==> src/include/chip_select_pkg.sv <==
// ----------------------------------------------------------------------------
// shared constants for the chip-select block
// ----------------------------------------------------------------------------
package chip_select_pkg;

    // ------------------------------------------------------------------------
    // sizes
    // ------------------------------------------------------------------------
    localparam int CH_COUNT      = 12;   // boot channel plus eleven selects
    localparam int PORT_BITS     = 7;    // discrete output port data bits
    localparam int DISCRETE_BASE = 4;    // first channel whose pin has a port bit
    localparam int IDX_W         = 4;    // width of a channel index
    localparam int ADDR_W        = 24;   // internal address bus
    localparam int WB_ADR_W      = 8;    // wishbone byte address width

    // ------------------------------------------------------------------------
    // base register layout
    // ------------------------------------------------------------------------
    localparam int BASE_ADDR_LO   = 3;   // base bits [15:3] hold address lines
    localparam int BASE_LINE_LO   = 11;  // lowest address line in the base field
    localparam int BASE_SIZE_LO   = 0;   // block size code in [2:0]
    localparam int SIZE_W         = 3;
    localparam int SIZE_LOW_BIT [8] = '{11, 13, 14, 16, 17, 18, 19, 20};

    // ------------------------------------------------------------------------
    // option register layout
    // ------------------------------------------------------------------------
    localparam int OPT_MODE_BIT  = 15;
    localparam int OPT_BYTE_LO   = 13;
    localparam int OPT_DIR_LO    = 11;
    localparam int OPT_STROBE_CHOICE_BIT  = 10;
    localparam int OPT_ACK_LO    = 6;
    localparam int OPT_SPACE_LO  = 4;
    localparam int OPT_IPL_LO    = 1;
    localparam int OPT_AUTOVECTOR_RESPONSE_BIT  = 0;
    localparam int ACK_W         = 4;
    localparam int IPL_W         = 3;
    localparam int IACK_LEVEL_LO = 1;    // interrupt level on address [3:1]

    // ------------------------------------------------------------------------
    // field codes
    // ------------------------------------------------------------------------
    localparam logic [1:0] BYTE_LOWER   = 2'h1;
    localparam logic [1:0] BYTE_UPPER   = 2'h2;
    localparam logic [1:0] BYTE_BOTH    = 2'h3;
    localparam logic [1:0] DIR_READ     = 2'h1;
    localparam logic [1:0] DIR_WRITE    = 2'h2;
    localparam logic [1:0] DIR_BOTH     = 2'h3;
    localparam logic [1:0] SPACE_CPU    = 2'h0;
    localparam logic [1:0] SPACE_USER   = 2'h1;
    localparam logic [1:0] SPACE_SUPER  = 2'h2;
    localparam logic [1:0] SPACE_EITHER = 2'h3;
    localparam logic [3:0] ACK_FAST     = 4'he;
    localparam logic [3:0] ACK_EXTERNAL = 4'hf;
    localparam logic [3:0] COUNT_MAX    = 4'hf;
    localparam logic [2:0] IPL_ANY      = 3'h0;

    // ------------------------------------------------------------------------
    // reset values
    // ------------------------------------------------------------------------
    localparam logic [15:0] BOOT_BASE_RESET = 16'h0007;
    localparam logic [15:0] BOOT_OPT_RESET  = 16'h7b70;
    localparam logic [15:0] BASE_RESET      = 16'h0000;
    localparam logic [15:0] OPT_RESET       = 16'h0000;
    localparam logic [6:0]  PORT_RESET      = 7'h7f;

    // ------------------------------------------------------------------------
    // register map (byte addresses)
    // ------------------------------------------------------------------------
    localparam int          REG_STRIDE_SHIFT = 3;      // 8 bytes per channel
    localparam logic [WB_ADR_W-1:0] REG_PORT   = 8'h60;
    localparam logic [WB_ADR_W-1:0] REG_STATUS = 8'h64;
    localparam int          REG_OPT_BIT      = 2;      // address bit 2 picks options
    localparam int          STAT_DATA_SIZE_ACKNOWLEDGE_BIT   = 16;
    localparam int          STAT_AUTOVECTOR_RESPONSE_BIT    = 17;
    localparam int          STAT_PENDING_BIT = 18;

endpackage

==> src/hw/chip_select_channel.sv <==
`timescale 1ns/100ps
`default_nettype none

// ----------------------------------------------------------------------------
// one channel: address compare and option qualification, no state
// ----------------------------------------------------------------------------
module chip_select_channel (
    // channel settings
    input  wire logic [15:0]                        i_base,
    input  wire logic [15:0]                        i_options,
    input  wire logic                               i_port16,
    // current access
    input  wire logic [chip_select_pkg::ADDR_W-1:0] i_addr,
    input  wire logic                               i_read,
    input  wire logic [1:0]                         i_space,
    input  wire logic                               i_iack,
    input  wire logic                               i_upper_lane,
    input  wire logic                               i_lower_lane,
    // result
    output logic                                    o_match
);
    import chip_select_pkg::*;

    logic       addr_hit;   // compared lines all equal
    logic       byte_ok;    // byte lane qualification
    logic       dir_ok;     // read/write qualification
    logic       space_ok;   // address space and level qualification
    logic [1:0] byte_code;
    logic [1:0] dir_code;
    logic [1:0] space_code;
    logic [2:0] level_code;
    logic [2:0] size_code;

    // ------------------------------------------------------------------------
    // combinational match
    // ------------------------------------------------------------------------
    always_comb begin
        size_code  = i_base[BASE_SIZE_LO +: SIZE_W];
        byte_code  = i_options[OPT_BYTE_LO +: 2];
        dir_code   = i_options[OPT_DIR_LO +: 2];
        space_code = i_options[OPT_SPACE_LO +: 2];
        level_code = i_options[OPT_IPL_LO +: IPL_W];
        // only the lines at or above the block size are compared
        addr_hit = 1'b1;
        for (int b = BASE_ADDR_LO; b < 16; b++) begin
            if (b - BASE_ADDR_LO + BASE_LINE_LO >= SIZE_LOW_BIT[size_code]) begin
                if (i_base[b] != i_addr[b - BASE_ADDR_LO + BASE_LINE_LO]) begin
                    addr_hit = 1'b0;
                end
            end
        end
        // an 8-bit port selects on every address of the block
        if (i_port16) begin
            byte_ok = ((byte_code == BYTE_LOWER) && i_lower_lane) ||
                      ((byte_code == BYTE_UPPER) && i_upper_lane) ||
                      (byte_code == BYTE_BOTH);
        end else begin
            byte_ok = 1'b1;
        end
        // reserved direction code never asserts
        dir_ok = ((dir_code == DIR_READ) && i_read) ||
                 ((dir_code == DIR_WRITE) && !i_read) ||
                 (dir_code == DIR_BOTH);
        // cpu space only answers an interrupt acknowledge at the right level
        unique case (space_code)
            SPACE_CPU: begin
                space_ok = i_iack && (i_space == SPACE_CPU) &&
                           ((level_code == IPL_ANY) ||
                            (level_code == i_addr[IACK_LEVEL_LO +: IPL_W]));
            end
            SPACE_USER: begin
                space_ok = (i_space == SPACE_USER);
            end
            SPACE_SUPER: begin
                space_ok = (i_space == SPACE_SUPER);
            end
            SPACE_EITHER: begin
                space_ok = (i_space == SPACE_USER) || (i_space == SPACE_SUPER);
            end
        endcase
        o_match = addr_hit && byte_ok && dir_ok && space_ok;
    end

endmodule

`default_nettype wire

==> src/hw/chip_select_unit.sv <==
// Added by the designer: the Wishbone slave port and the register offsets.
`timescale 1ns/100ps
`default_nettype none


module chip_select_unit (
    // clock and reset
    input  wire logic                                 i_mclk,
    input  wire logic                                 i_rstn,
    // wishbone slave
    input  wire logic                                 i_wb_cyc,
    input  wire logic                                 i_wb_stb,
    input  wire logic                                 i_wb_we,
    input  wire logic [chip_select_pkg::WB_ADR_W-1:0] i_wb_adr,
    input  wire logic [3:0]                           i_wb_sel,
    input  wire logic [31:0]                          i_wb_dat,
    output logic      [31:0]                          o_wb_dat,
    output logic                                      o_wb_ack,
    // internal bus cycle
    input  wire logic [chip_select_pkg::ADDR_W-1:0]   i_addr,
    input  wire logic                                 i_read,
    input  wire logic [1:0]                           i_space,
    input  wire logic                                 i_iack,
    input  wire logic                                 i_upper_lane,
    input  wire logic                                 i_lower_lane,
    input  wire logic                                 i_address_strobe_n,
    input  wire logic                                 i_data_strobe_n,
    input  wire logic                                 i_e_clock,
    input  wire logic                                 i_internal_hit,
    // pin configuration
    input  wire logic [chip_select_pkg::CH_COUNT-1:0] i_port16,
    input  wire logic [chip_select_pkg::CH_COUNT-1:0] i_discrete_pins,
    // pin and bus answers
    output logic      [chip_select_pkg::CH_COUNT-1:0] o_select_pin_n,
    output logic                                      o_data_size_acknowledge_n,
    output logic                                      o_autovector_response_n,
    output logic                                      o_e_clock_pending
);
    import chip_select_pkg::*;

    // ------------------------------------------------------------------------
    // state
    // ------------------------------------------------------------------------
    typedef struct packed {
        logic [CH_COUNT-1:0][15:0] base;       // select_base_and_size per channel
        logic [CH_COUNT-1:0][15:0] opts;       // select_options, boot at index 0
        logic [PORT_BITS-1:0]      port;       // discrete_output_port data
        logic                      wb_ack;     // bus answer
        logic [31:0]               wb_dat;     // registered read data
        logic [CH_COUNT-1:0]       pin_n;      // pin levels, select or discrete
        logic                      data_size_acknowledge_n;    // internal acknowledge
        logic                      autovector_response_n;     // internal autovector
        logic                      pending;    // e-clock cycle pending
        logic                      in_cycle;   // address strobe seen last edge
        logic [ACK_W-1:0]          count;      // cycles since strobe assertion
    } state_t;

    state_t              st;          // registered state
    state_t              next_st;     // next value
    logic [CH_COUNT-1:0] match;       // per-channel qualified match
    logic [CH_COUNT-1:0] timing_ok;   // per-channel strobe timing
    logic [CH_COUNT-1:0] select_on;   // per-channel select wanted
    logic [IDX_W-1:0]    first;       // lowest matching channel
    logic [15:0]         first_opts;  // its options
    logic [4:0]          reg_ch;      // channel addressed on the bus
    logic                bus_hit;     // new wishbone request
    logic                as_on;       // address strobe asserted
    logic                ds_on;       // data strobe asserted
    logic                ack_now;     // internal acknowledge condition

    // ------------------------------------------------------------------------
    // helpers
    // ------------------------------------------------------------------------
    // lowest set bit; zero when nothing is set, callers also test the vector
    function automatic logic [IDX_W-1:0] lowest(input logic [CH_COUNT-1:0] v);
        logic [IDX_W-1:0] idx;
        idx = '0;
        for (int c = CH_COUNT - 1; c >= 0; c--) begin
            if (v[c]) begin
                idx = IDX_W'(c);
            end
        end
        return idx;
    endfunction

    // byte-lane merge of a 16-bit register write
    function automatic logic [15:0] merge16(input logic [15:0] old,
                                            input logic [31:0] dat,
                                            input logic [3:0]  sel);
        logic [15:0] res;
        res = old;
        if (sel[0]) begin
            res[7:0] = dat[7:0];
        end
        if (sel[1]) begin
            res[15:8] = dat[15:8];
        end
        return res;
    endfunction

    // ------------------------------------------------------------------------
    // channel match logic
    // ------------------------------------------------------------------------
    // every channel compares even when its pin is discrete or alternate
    generate
        for (genvar g = 0; g < CH_COUNT; g++) begin : g_ch
            chip_select_channel u_ch (
                .i_base       (st.base[g]),
                .i_options    (st.opts[g]),
                .i_port16     (i_port16[g]),
                .i_addr       (i_addr),
                .i_read       (i_read),
                .i_space      (i_space),
                .i_iack       (i_iack),
                .i_upper_lane (i_upper_lane),
                .i_lower_lane (i_lower_lane),
                .o_match      (match[g])
            );
        end
    endgenerate

    // ------------------------------------------------------------------------
    // next-state logic
    // ------------------------------------------------------------------------
    always_comb begin
        next_st = st;
        as_on   = !i_address_strobe_n;
        ds_on   = !i_data_strobe_n;
        reg_ch  = i_wb_adr[WB_ADR_W-1:REG_STRIDE_SHIFT];
        bus_hit = i_wb_cyc && i_wb_stb && !st.wb_ack;

        // wishbone: answer one cycle after the request, drop the next cycle
        next_st.wb_ack = bus_hit;
        if (bus_hit) begin
            next_st.wb_dat = '0;          // unmapped addresses read zero
            if (int'(reg_ch) < CH_COUNT) begin
                if (i_wb_adr[REG_OPT_BIT]) begin
                    next_st.wb_dat[15:0] = st.opts[reg_ch];
                    if (i_wb_we) begin
                        next_st.opts[reg_ch] = merge16(st.opts[reg_ch], i_wb_dat, i_wb_sel);
                    end
                end else begin
                    next_st.wb_dat[15:0] = st.base[reg_ch];
                    if (i_wb_we) begin
                        next_st.base[reg_ch] = merge16(st.base[reg_ch], i_wb_dat, i_wb_sel);
                    end
                end
            end else if (i_wb_adr == REG_PORT) begin
                // top bit of the byte is not stored and reads zero
                next_st.wb_dat[PORT_BITS-1:0] = st.port;
                if (i_wb_we && i_wb_sel[0]) begin
                    next_st.port = i_wb_dat[PORT_BITS-1:0];
                end
            end else if (i_wb_adr == REG_STATUS) begin
                next_st.wb_dat[CH_COUNT-1:0]   = ~st.pin_n;
                next_st.wb_dat[STAT_DATA_SIZE_ACKNOWLEDGE_BIT] = !st.data_size_acknowledge_n;
                next_st.wb_dat[STAT_AUTOVECTOR_RESPONSE_BIT]  = !st.autovector_response_n;
                next_st.wb_dat[STAT_PENDING_BIT] = st.pending;
            end
        end

        // cycle counter; saturates so a long cycle keeps its acknowledge
        next_st.in_cycle = as_on;
        if (!as_on || !st.in_cycle) begin
            next_st.count = '0;
        end else if (st.count != COUNT_MAX) begin
            next_st.count = ACK_W'(st.count + 4'h1);
        end

        // per-channel timing and select
        for (int c = 0; c < CH_COUNT; c++) begin
            if (st.opts[c][OPT_MODE_BIT]) begin
                timing_ok[c] = as_on && i_e_clock;
            end else if (st.opts[c][OPT_STROBE_CHOICE_BIT]) begin
                timing_ok[c] = ds_on;
            end else begin
                timing_ok[c] = as_on;
            end
            // an on-chip resource owns the address; selects negate with strobe
            select_on[c] = match[c] && timing_ok[c] && !i_internal_hit;
            next_st.pin_n[c] = !select_on[c];
            if (i_discrete_pins[c] && c >= DISCRETE_BASE && c < DISCRETE_BASE + PORT_BITS) begin
                next_st.pin_n[c] = st.port[c - DISCRETE_BASE];
            end
        end

        // synchronous channels tell the bus interface an e-clock cycle waits
        next_st.pending = 1'b0;
        for (int c = 0; c < CH_COUNT; c++) begin
            if (match[c] && st.opts[c][OPT_MODE_BIT] && as_on && !i_internal_hit) begin
                next_st.pending = 1'b1;
            end
        end

        // acknowledge source is the lowest matching channel
        first      = lowest(match);
        first_opts = st.opts[first];
        ack_now    = 1'b0;
        if (first_opts[OPT_ACK_LO +: ACK_W] == ACK_FAST) begin
            ack_now = as_on;
        end else if (first_opts[OPT_ACK_LO +: ACK_W] != ACK_EXTERNAL) begin
            ack_now = as_on && st.in_cycle &&
                      (st.count >= first_opts[OPT_ACK_LO +: ACK_W]);
        end
        next_st.data_size_acknowledge_n = 1'b1;
        next_st.autovector_response_n  = 1'b1;
        if ((|match) && !i_internal_hit) begin
            if ((first_opts[OPT_SPACE_LO +: 2] == SPACE_CPU) && first_opts[OPT_AUTOVECTOR_RESPONSE_BIT]) begin
                next_st.autovector_response_n = !(as_on && i_iack);
            end else if (!first_opts[OPT_MODE_BIT]) begin
                next_st.data_size_acknowledge_n = !ack_now;
            end
        end
    end

    // ------------------------------------------------------------------------
    // state register
    // ------------------------------------------------------------------------
    always_ff @(posedge i_mclk or negedge i_rstn) begin
        if (!i_rstn) begin
            for (int c = 0; c < CH_COUNT; c++) begin
                st.base[c] <= BASE_RESET;
                st.opts[c] <= OPT_RESET;     // reserved direction code keeps selects quiet
            end
            st.base[0]  <= BOOT_BASE_RESET;
            st.opts[0]  <= BOOT_OPT_RESET;
            st.port     <= PORT_RESET;
            st.wb_ack   <= 1'b0;
            st.wb_dat   <= '0;
            st.pin_n    <= '1;
            st.data_size_acknowledge_n  <= 1'b1;
            st.autovector_response_n   <= 1'b1;
            st.pending  <= 1'b0;
            st.in_cycle <= 1'b0;
            st.count    <= '0;
        end else begin
            st <= next_st;
        end
    end

    // ------------------------------------------------------------------------
    // outputs, all straight from the state register
    // ------------------------------------------------------------------------
    assign o_wb_dat                  = st.wb_dat;
    assign o_wb_ack                  = st.wb_ack;
    assign o_select_pin_n            = st.pin_n;
    assign o_data_size_acknowledge_n = st.data_size_acknowledge_n;
    assign o_autovector_response_n   = st.autovector_response_n;
    assign o_e_clock_pending            = st.pending;

endmodule

`default_nettype wire

==> config.mk <==
export PLATFORM = sky130hd
export DESIGN_NAME = chip_select_unit
export DESIGN_NICKNAME = d
export VERILOG_FILES = /design/src/include/chip_select_pkg.sv /design/src/hw/chip_select_channel.sv /design/src/hw/chip_select_unit.sv
export SDC_FILE = /design/constraint.sdc
export NUM_CORES = 1
export LEC_CHECK = 0
export ABC_AREA = 0
export BUFFER_PORTS_ARGS = -buffer_cell sky130_fd_sc_hd__buf_4
export CELL_PAD_IN_SITES_DETAIL_PLACEMENT = 0
export CELL_PAD_IN_SITES_GLOBAL_PLACEMENT = 2
export CORE_ASPECT_RATIO = 0.5
export CORE_MARGIN = 3
export CORE_UTILIZATION = 35
export CTS_BUF_LIST = sky130_fd_sc_hd__clkbuf_16
export DETAILED_ROUTE_END_ITERATION = 8
export PLACE_DENSITY = 0.74
export SLEW_MARGIN = 20
export SYNTH_ARGS = -nofsm -noshare
export SYNTH_HDL_FRONTEND = slang
export SYNTH_SLANG_ARGS = --single-unit
==> constraint.sdc <==
create_clock -name i_mclk -period 5.1 [get_ports i_mclk]
set_input_delay 0.255 -clock i_mclk [delete_from_list [all_inputs] [get_ports i_mclk]]
set_output_delay 0.255 -clock i_mclk [all_outputs]
set_load 0.005 [all_outputs]
Word level (Yosys, flattened, before mapping):

Memories as Yosys holds them, arrays and structs flattened.
Cells that the tools add are included.

* add/subtract/negate cells: 1
* magnitude comparators: 173
* equality and inequality tests: 283
* multiplexer cells: 462
* bitwise gates (word level): 15
* reduce and logical (&&, ||, !) cells: 282

Operator list (count)
* $ge A6 B32 Y1 const A: 96
* $ge A5 B32 Y1 const A: 60
* $mux W32: 24
* $bwmux W192: 2
* $mux W1: 372
* $bmux W16 S4: 3
* $logic_and A1 B1 Y1: 167
* $mux W8: 20
* $ne A1 B1 Y1: 156
* $eq A2 B2 Y1 const B: 73
* $mux W16: 5
* $eq A2 B1 Y1 const B: 37
* $demux W16 S4: 1
* $logic_or A1 B1 Y1: 62
* $mux W4: 15
* $ge A4 B4 Y1 const B: 12
* $not A3 Y4: 12
* $pmux W1 S4: 12
* $eq A3 B3 Y1: 12
* $logic_not A3 Y1: 12
* $logic_not A2 Y1: 14
* $mux W12: 2
* $logic_not A1 Y1: 22
* $eq A8 B7 Y1 const B: 2
* other kinds (17): 23

* register bits: 431
* ROM bits: 3072
* input port bits: 107
* output and inout port bits: 48
* word-level logic and storage cells: 1261
* memories: 12

Memory list
* (name not given): depth 8, width 32, read ports 1, clocked after memory_dff 0, wr ports 0, line chip_select_channel.sv:46 `if (b - BASE_ADDR_LO + BASE_LINE_LO >= SIZE_LOW_BIT[size_code]) begin`
* (name not given): depth 8, width 32, read ports 1, clocked after memory_dff 0, wr ports 0, line chip_select_channel.sv:46
* (name not given): depth 8, width 32, read ports 1, clocked after memory_dff 0, wr ports 0, line chip_select_channel.sv:46
* (name not given): depth 8, width 32, read ports 1, clocked after memory_dff 0, wr ports 0, line chip_select_channel.sv:46
* (name not given): depth 8, width 32, read ports 1, clocked after memory_dff 0, wr ports 0, line chip_select_channel.sv:46
* (name not given): depth 8, width 32, read ports 1, clocked after memory_dff 0, wr ports 0, line chip_select_channel.sv:46
* 6 more memories

Depth between registers and ports, before layout:

* word-level depth: 55
* gate-level depth with buffers: 24
* gate-level depth less buffers: 20

Modules after synthesis:

Synthesis repeated with hierarchy kept, for this count alone.

* cell total of the unflattened synthesis: 2499
* area total of the unflattened synthesis: 27831.7 µm²

By module, submodules not included
* chip_select_unit: times used 1, cells each 1602, area an instance 21484.4 µm², seq. area each 10826.6 µm²
* chip_select_channel at g_ch[0].u_ch ...: times used 9, cells each 75, area an instance 528.0 µm², seq. area each 0.0 µm²
* chip_select_channel at g_ch[1].u_ch ...: times used 3, cells each 74, area an instance 531.8 µm², seq. area each 0.0 µm²

Worst setup path after synthesis:

Ideal clock, no wire load.

* kind: register to register
* from: reg st[285] (netlist bit)
* to: reg st, in the netlist o_data_size_acknowledge_n
* setup time: 0.080 ns
* arrival: 4.236 ns
* data required time: 5.020 ns
* setup slack: 0.785 ns
* stages on the path, launching flop included: 23
* buffers on the path: 3
* clock period less this slack: 4.315 ns
* cell sequence: dfrtp_1 ha_1 clkbuf_1 nor2b_1 a31oi_1 o21ai_1 o41ai_1 and3_1 clkbuf_1 or4_4 nor2_2 buf_6 mux2_2 nor2_1 a211o_1 o211ai_1 ha_1 nand2b_1 a21o_1 a21oi_1 nor2b_1 o221a_1 o221ai_2

RTL lines
* from (decl): line chip_select_unit.sv:58 `state_t st;`
* from (signal assigned): line chip_select_unit.sv:237 `st <= next_st;`

==> impl_metrics.tcl <==
set metrics [dict create \
    fin_area_um2 30800 \
    power.leakage_nw 13.4 \
    drive_above_1_share_pct 25.8 \
    syn_inst 2656 \
    cap_viol_max_count 0 \
    postLayoutSetupSlackWorst_ns 0.216 \
    synth_top_cell_by_area "dfrtp_1" \
    place_congestion 0.931 \
    synth_area_um2 26900 \
    crit_slowest_cell "dfrtp_1" \
    cts-root-buf "clkbuf_16" \
    combPwrFrac_pct 10.8 \
    ys_ff_latch 431 \
    cts_max_level 2 \
    io_pins 155 \
    ir_worst_vdd_mv 0.220 \
    routed_wl_um 101000 \
    cp.depth 22 \
    powerDensity_nw_per_um2 258 \
    final_hold_viol_count 0 \
    avgSynthCellArea_um2 10.1 \
    post-place-ws_ns 0.100 \
    fin_nets 2869 \
    dp_hpwl_um 74200 \
    nFillCells 7378 \
    critPathLaunchType "flip-flop" \
    setup_violations 0 \
    fmax_ghz 0.205 \
    tns_ns 0 \
    synth_cell_type_count 104 \
    rsz0062_at_grt "no" \
    power_switching_w 0.00218 \
    crit_type "reg2reg" \
    cts_buffers 47 \
    yosysWarningCount 0 \
    clock_latency_ns 0.62 \
    regToRegSetupSlack_ns 0.22 \
    multiInputGateArea_um2 14700 \
    regArea_um2 10800 \
    yosys-top-cells-count "dfrtp_1, nand2_1, o21ai_0" \
    grt_max_degree 97 \
    final_max_slew_viol_count 0 \
    fin_worst_skew_ns 0.0175 \
    timing.final.crit_share_pct 95.8 \
    clkTransAtPathRegs_ns 0.06 \
    cp-endpoint "o_data_size_acknowledge_n" \
    arrival_ns 5.41 \
    avgViaCountPerCell 5.62 \
    die_x_um 398 \
    p_clk_share_pct 44.9 \
    vias 21300 \
    r2r-start "st[412]" \
    cp.required_ns 5.63 \
    cts_buffer_depth 3 \
    drc 0 \
    dieArea_um2 80400 \
    antennaDiodeCount 0 \
    cp_top_family "compound AO/OA/AOI/OAI gates" \
    p_int_w 0.00578 \
    final_util_pct 40.8 \
    yosysSeqAreaShare_pct 40.2 \
    initialDrtViolationCount 1952 \
    grt_pass1_vias 20800 \
    syn2layout_area_growth_pct 14.5 \
    ys.flop_type "dfrtp_1" \
    tightest_slew_ns 1.04 \
    status "complete, no violations" \
    drt_pass1_iterations 7 \
    grt_use_total_pct 24.8 \
    slew_headroom_pct 30.2 \
    post_cts_buffers 0 \
    fp.dieH_um 202 \
    dpl-instance-area_um2 29000 \
    worstSetupEndpointType "flip-flop" \
    wl_per_cell_um 26.6 \
    cp_common_cell "buf_4" \
    portBuffers 110 \
    path_cells "ha_1 > or3b_2 > a21oi_1 > o21ai_0 > a2111oi_2 > nand4_1 > buf_4 > a211oi_1 > o31ai_2 > buf_4 > nand3b_1 > buf_4 > nor2_1 > a211o_1 > o211ai_1 > ha_1 > nand2b_1 > a21o_1 > a21oi_1 > nor2b_1 > o221a_1 > o221ai_2" \
    coreArea_um2 75600 \
    sw_frac_of_total_pct 27.4 \
    synth.area.top_cells "dfrtp_1, mux2_2, mux4_2, o21ai_0, nand2_1" \
    cp-startpoint "st[412]" \
    reg2regPathDepth 22 \
    initial_core_util_pct 35.6 \
    grt_pass1_wl_um 147000 \
    async_flop_share_pct 100 \
    antenna_found_initial 1 \
    reg2reg_to "o_data_size_acknowledge_n" \
    min_path_type "in2reg" \
    min_period_ns 4.88 \
    synth_top_cell_area_share_pct 37.0 \
    cp_num_buf_inv 3 \
    tritoncts "done" \
    post-synth-top-count-cell "dfrtp_1" \
    cp_slowest_stage_delay_ns 0.49 \
    ant_nets 0 \
    seqPwrFrac_pct 44.4 \
    row_count 71 \
    synth_edf_count 0 \
    cts.sinks 431 \
    grt-ovfl-total 0 \
    cp_max_fo 8 \
]
## kinds of logic (layout without fill, tap and decap cells)
| group | after synthesis | after routing | synth area share [%] |
|---|---|---|---|
| DFF | 431 | 431 | 40.2 |
| AOI/OAI and AO/OA | 654 | 654 | 15.4 |
| other | 1 | 13 | 0.0139 |
| and+or+nand+nor | 651 | 651 | 11.5 |
| muxes | 411 | 411 | 20.8 |
| xor gates and xnor gates | 168 | 168 | 5.47 |
| buffers and inverters | 317 | 426 | 5.57 |
| adders and majority gates | 23 | 23 | 1.07 |
## flip-flops by register name (all words and copies together), names as in the netlist
signal,flops
o_select_pin_n,12
o_data_size_acknowledge_n,1
o_autovector_response_n,1
o_wb_ack,1
st,396
o_wb_dat,19
o_e_clock_pending,1
## power groups by stage
stage	registers (W)	clock network (W)	logic, W
3_5_place_dp	0.00359	0	0.000838
3_3_place_gp	0.00359	0	0.000835
5_1_grt	0.00354	0.00379	0.000918
4_1_cts	0.00353	0.00365	0.000852
2_1_floorplan	0.00357	0	0.000462
6_report	0.00353	0.00357	0.000857
## worst register-to-register path: stages, from the launching register on
cell and delay [ns]:
dfrtp_1 0.49, ha_1 0.27, or3b_2 0.45, a21oi_1 0.22, o21ai_0 0.13, a2111oi_2 0.30
nand4_1 0.19, buf_4 0.20, a211oi_1 0.30, o31ai_2 0.10, buf_4 0.15, nand3b_1 0.16
buf_4 0.21, nor2_1 0.06, a211o_1 0.26, o211ai_1 0.13, ha_1 0.28, nand2b_1 0.14
a21o_1 0.17, a21oi_1 0.14, nor2b_1 0.06, o221a_1 0.24, o221ai_2 0.16
## what timing repair did
| action | in CTS | in global routing |
|---|---|---|
| gates resized for setup | 0 | 14 |
| endpoints found under the hold margin | 90 | 0 |
| hold buffers | 19 | 0 |
| setup endpoints to repair | 0 | 2 |
## placed cells by master (no fill, tap or decap), types with 26 or more instances in the layout
cell type  Yosys  final
a21oi_1       84     84
nor2_1        94     94
o22ai_1       34     34
nor2b_1       27     27
nand3_1       32     32
inv_1         66     74
xnor2_1       77     77
mux2_2       212    212
dfrtp_1      398    397
o21ai_0      307    305
xor2_1        91     91
clkbuf_16      0     49
dfstp_2       33     33
mux2i_1       99     99
mux4_2        96     96
nand2b_1      43     43
buf_4         51    244
o21a_1        26     26
nor3_1        38     38
nand2_1      317    316
## stage by stage
stage	instances	power, W	hold slack [ns]
floorplan	2668	0.00403	-0.0406
global placement	3693	0.00443	0.316
detailed placement	3693	0.00443	0.320
CTS	3799	0.00803	0.134
global route	3799	0.00824	0.209
finish	3799	0.00796	0.159
## worst min path at each step
stage / slack, ns / depth (start not counted) / endpoint / start
after floorplan: -0.04 / 0 / o_e_clock_pending / i_rstn
after global placement: 0.32 / 1 / st[2] / i_rstn
after detailed placement: 0.32 / 1 / st[2] / i_rstn
after CTS: 0.13 / 5 / o_select_pin_n[2] / i_data_strobe_n
after global routing: 0.21 / 5 / o_select_pin_n[2] / i_data_strobe_n
final: 0.16 / 5 / o_select_pin_n[2] / i_data_strobe_n
## layer usage
metal | wire, um | track usage [%] | vias up
li1 | - | - | 9727
met5 | 0 | 0 | -
met1 | 46700 | 35.8 | 10800
met2 | 42300 | 35.5 | 687
met4 | 2940 | 7.08 | 0
met3 | 9030 | 7.79 | 132
## layout make-up
class                           count  area share, %
Tap cell                         1022           4.15
Multi-Input combinational cell   1920           47.7
Inverter                           66          0.804
Clock buffer                       49           3.98
Timing Repair Buffer              273           7.17
Clock inverter                     38           1.07
Sequential cell                   431           35.1
No activity file was read; power rests on OpenSTA's default activity.
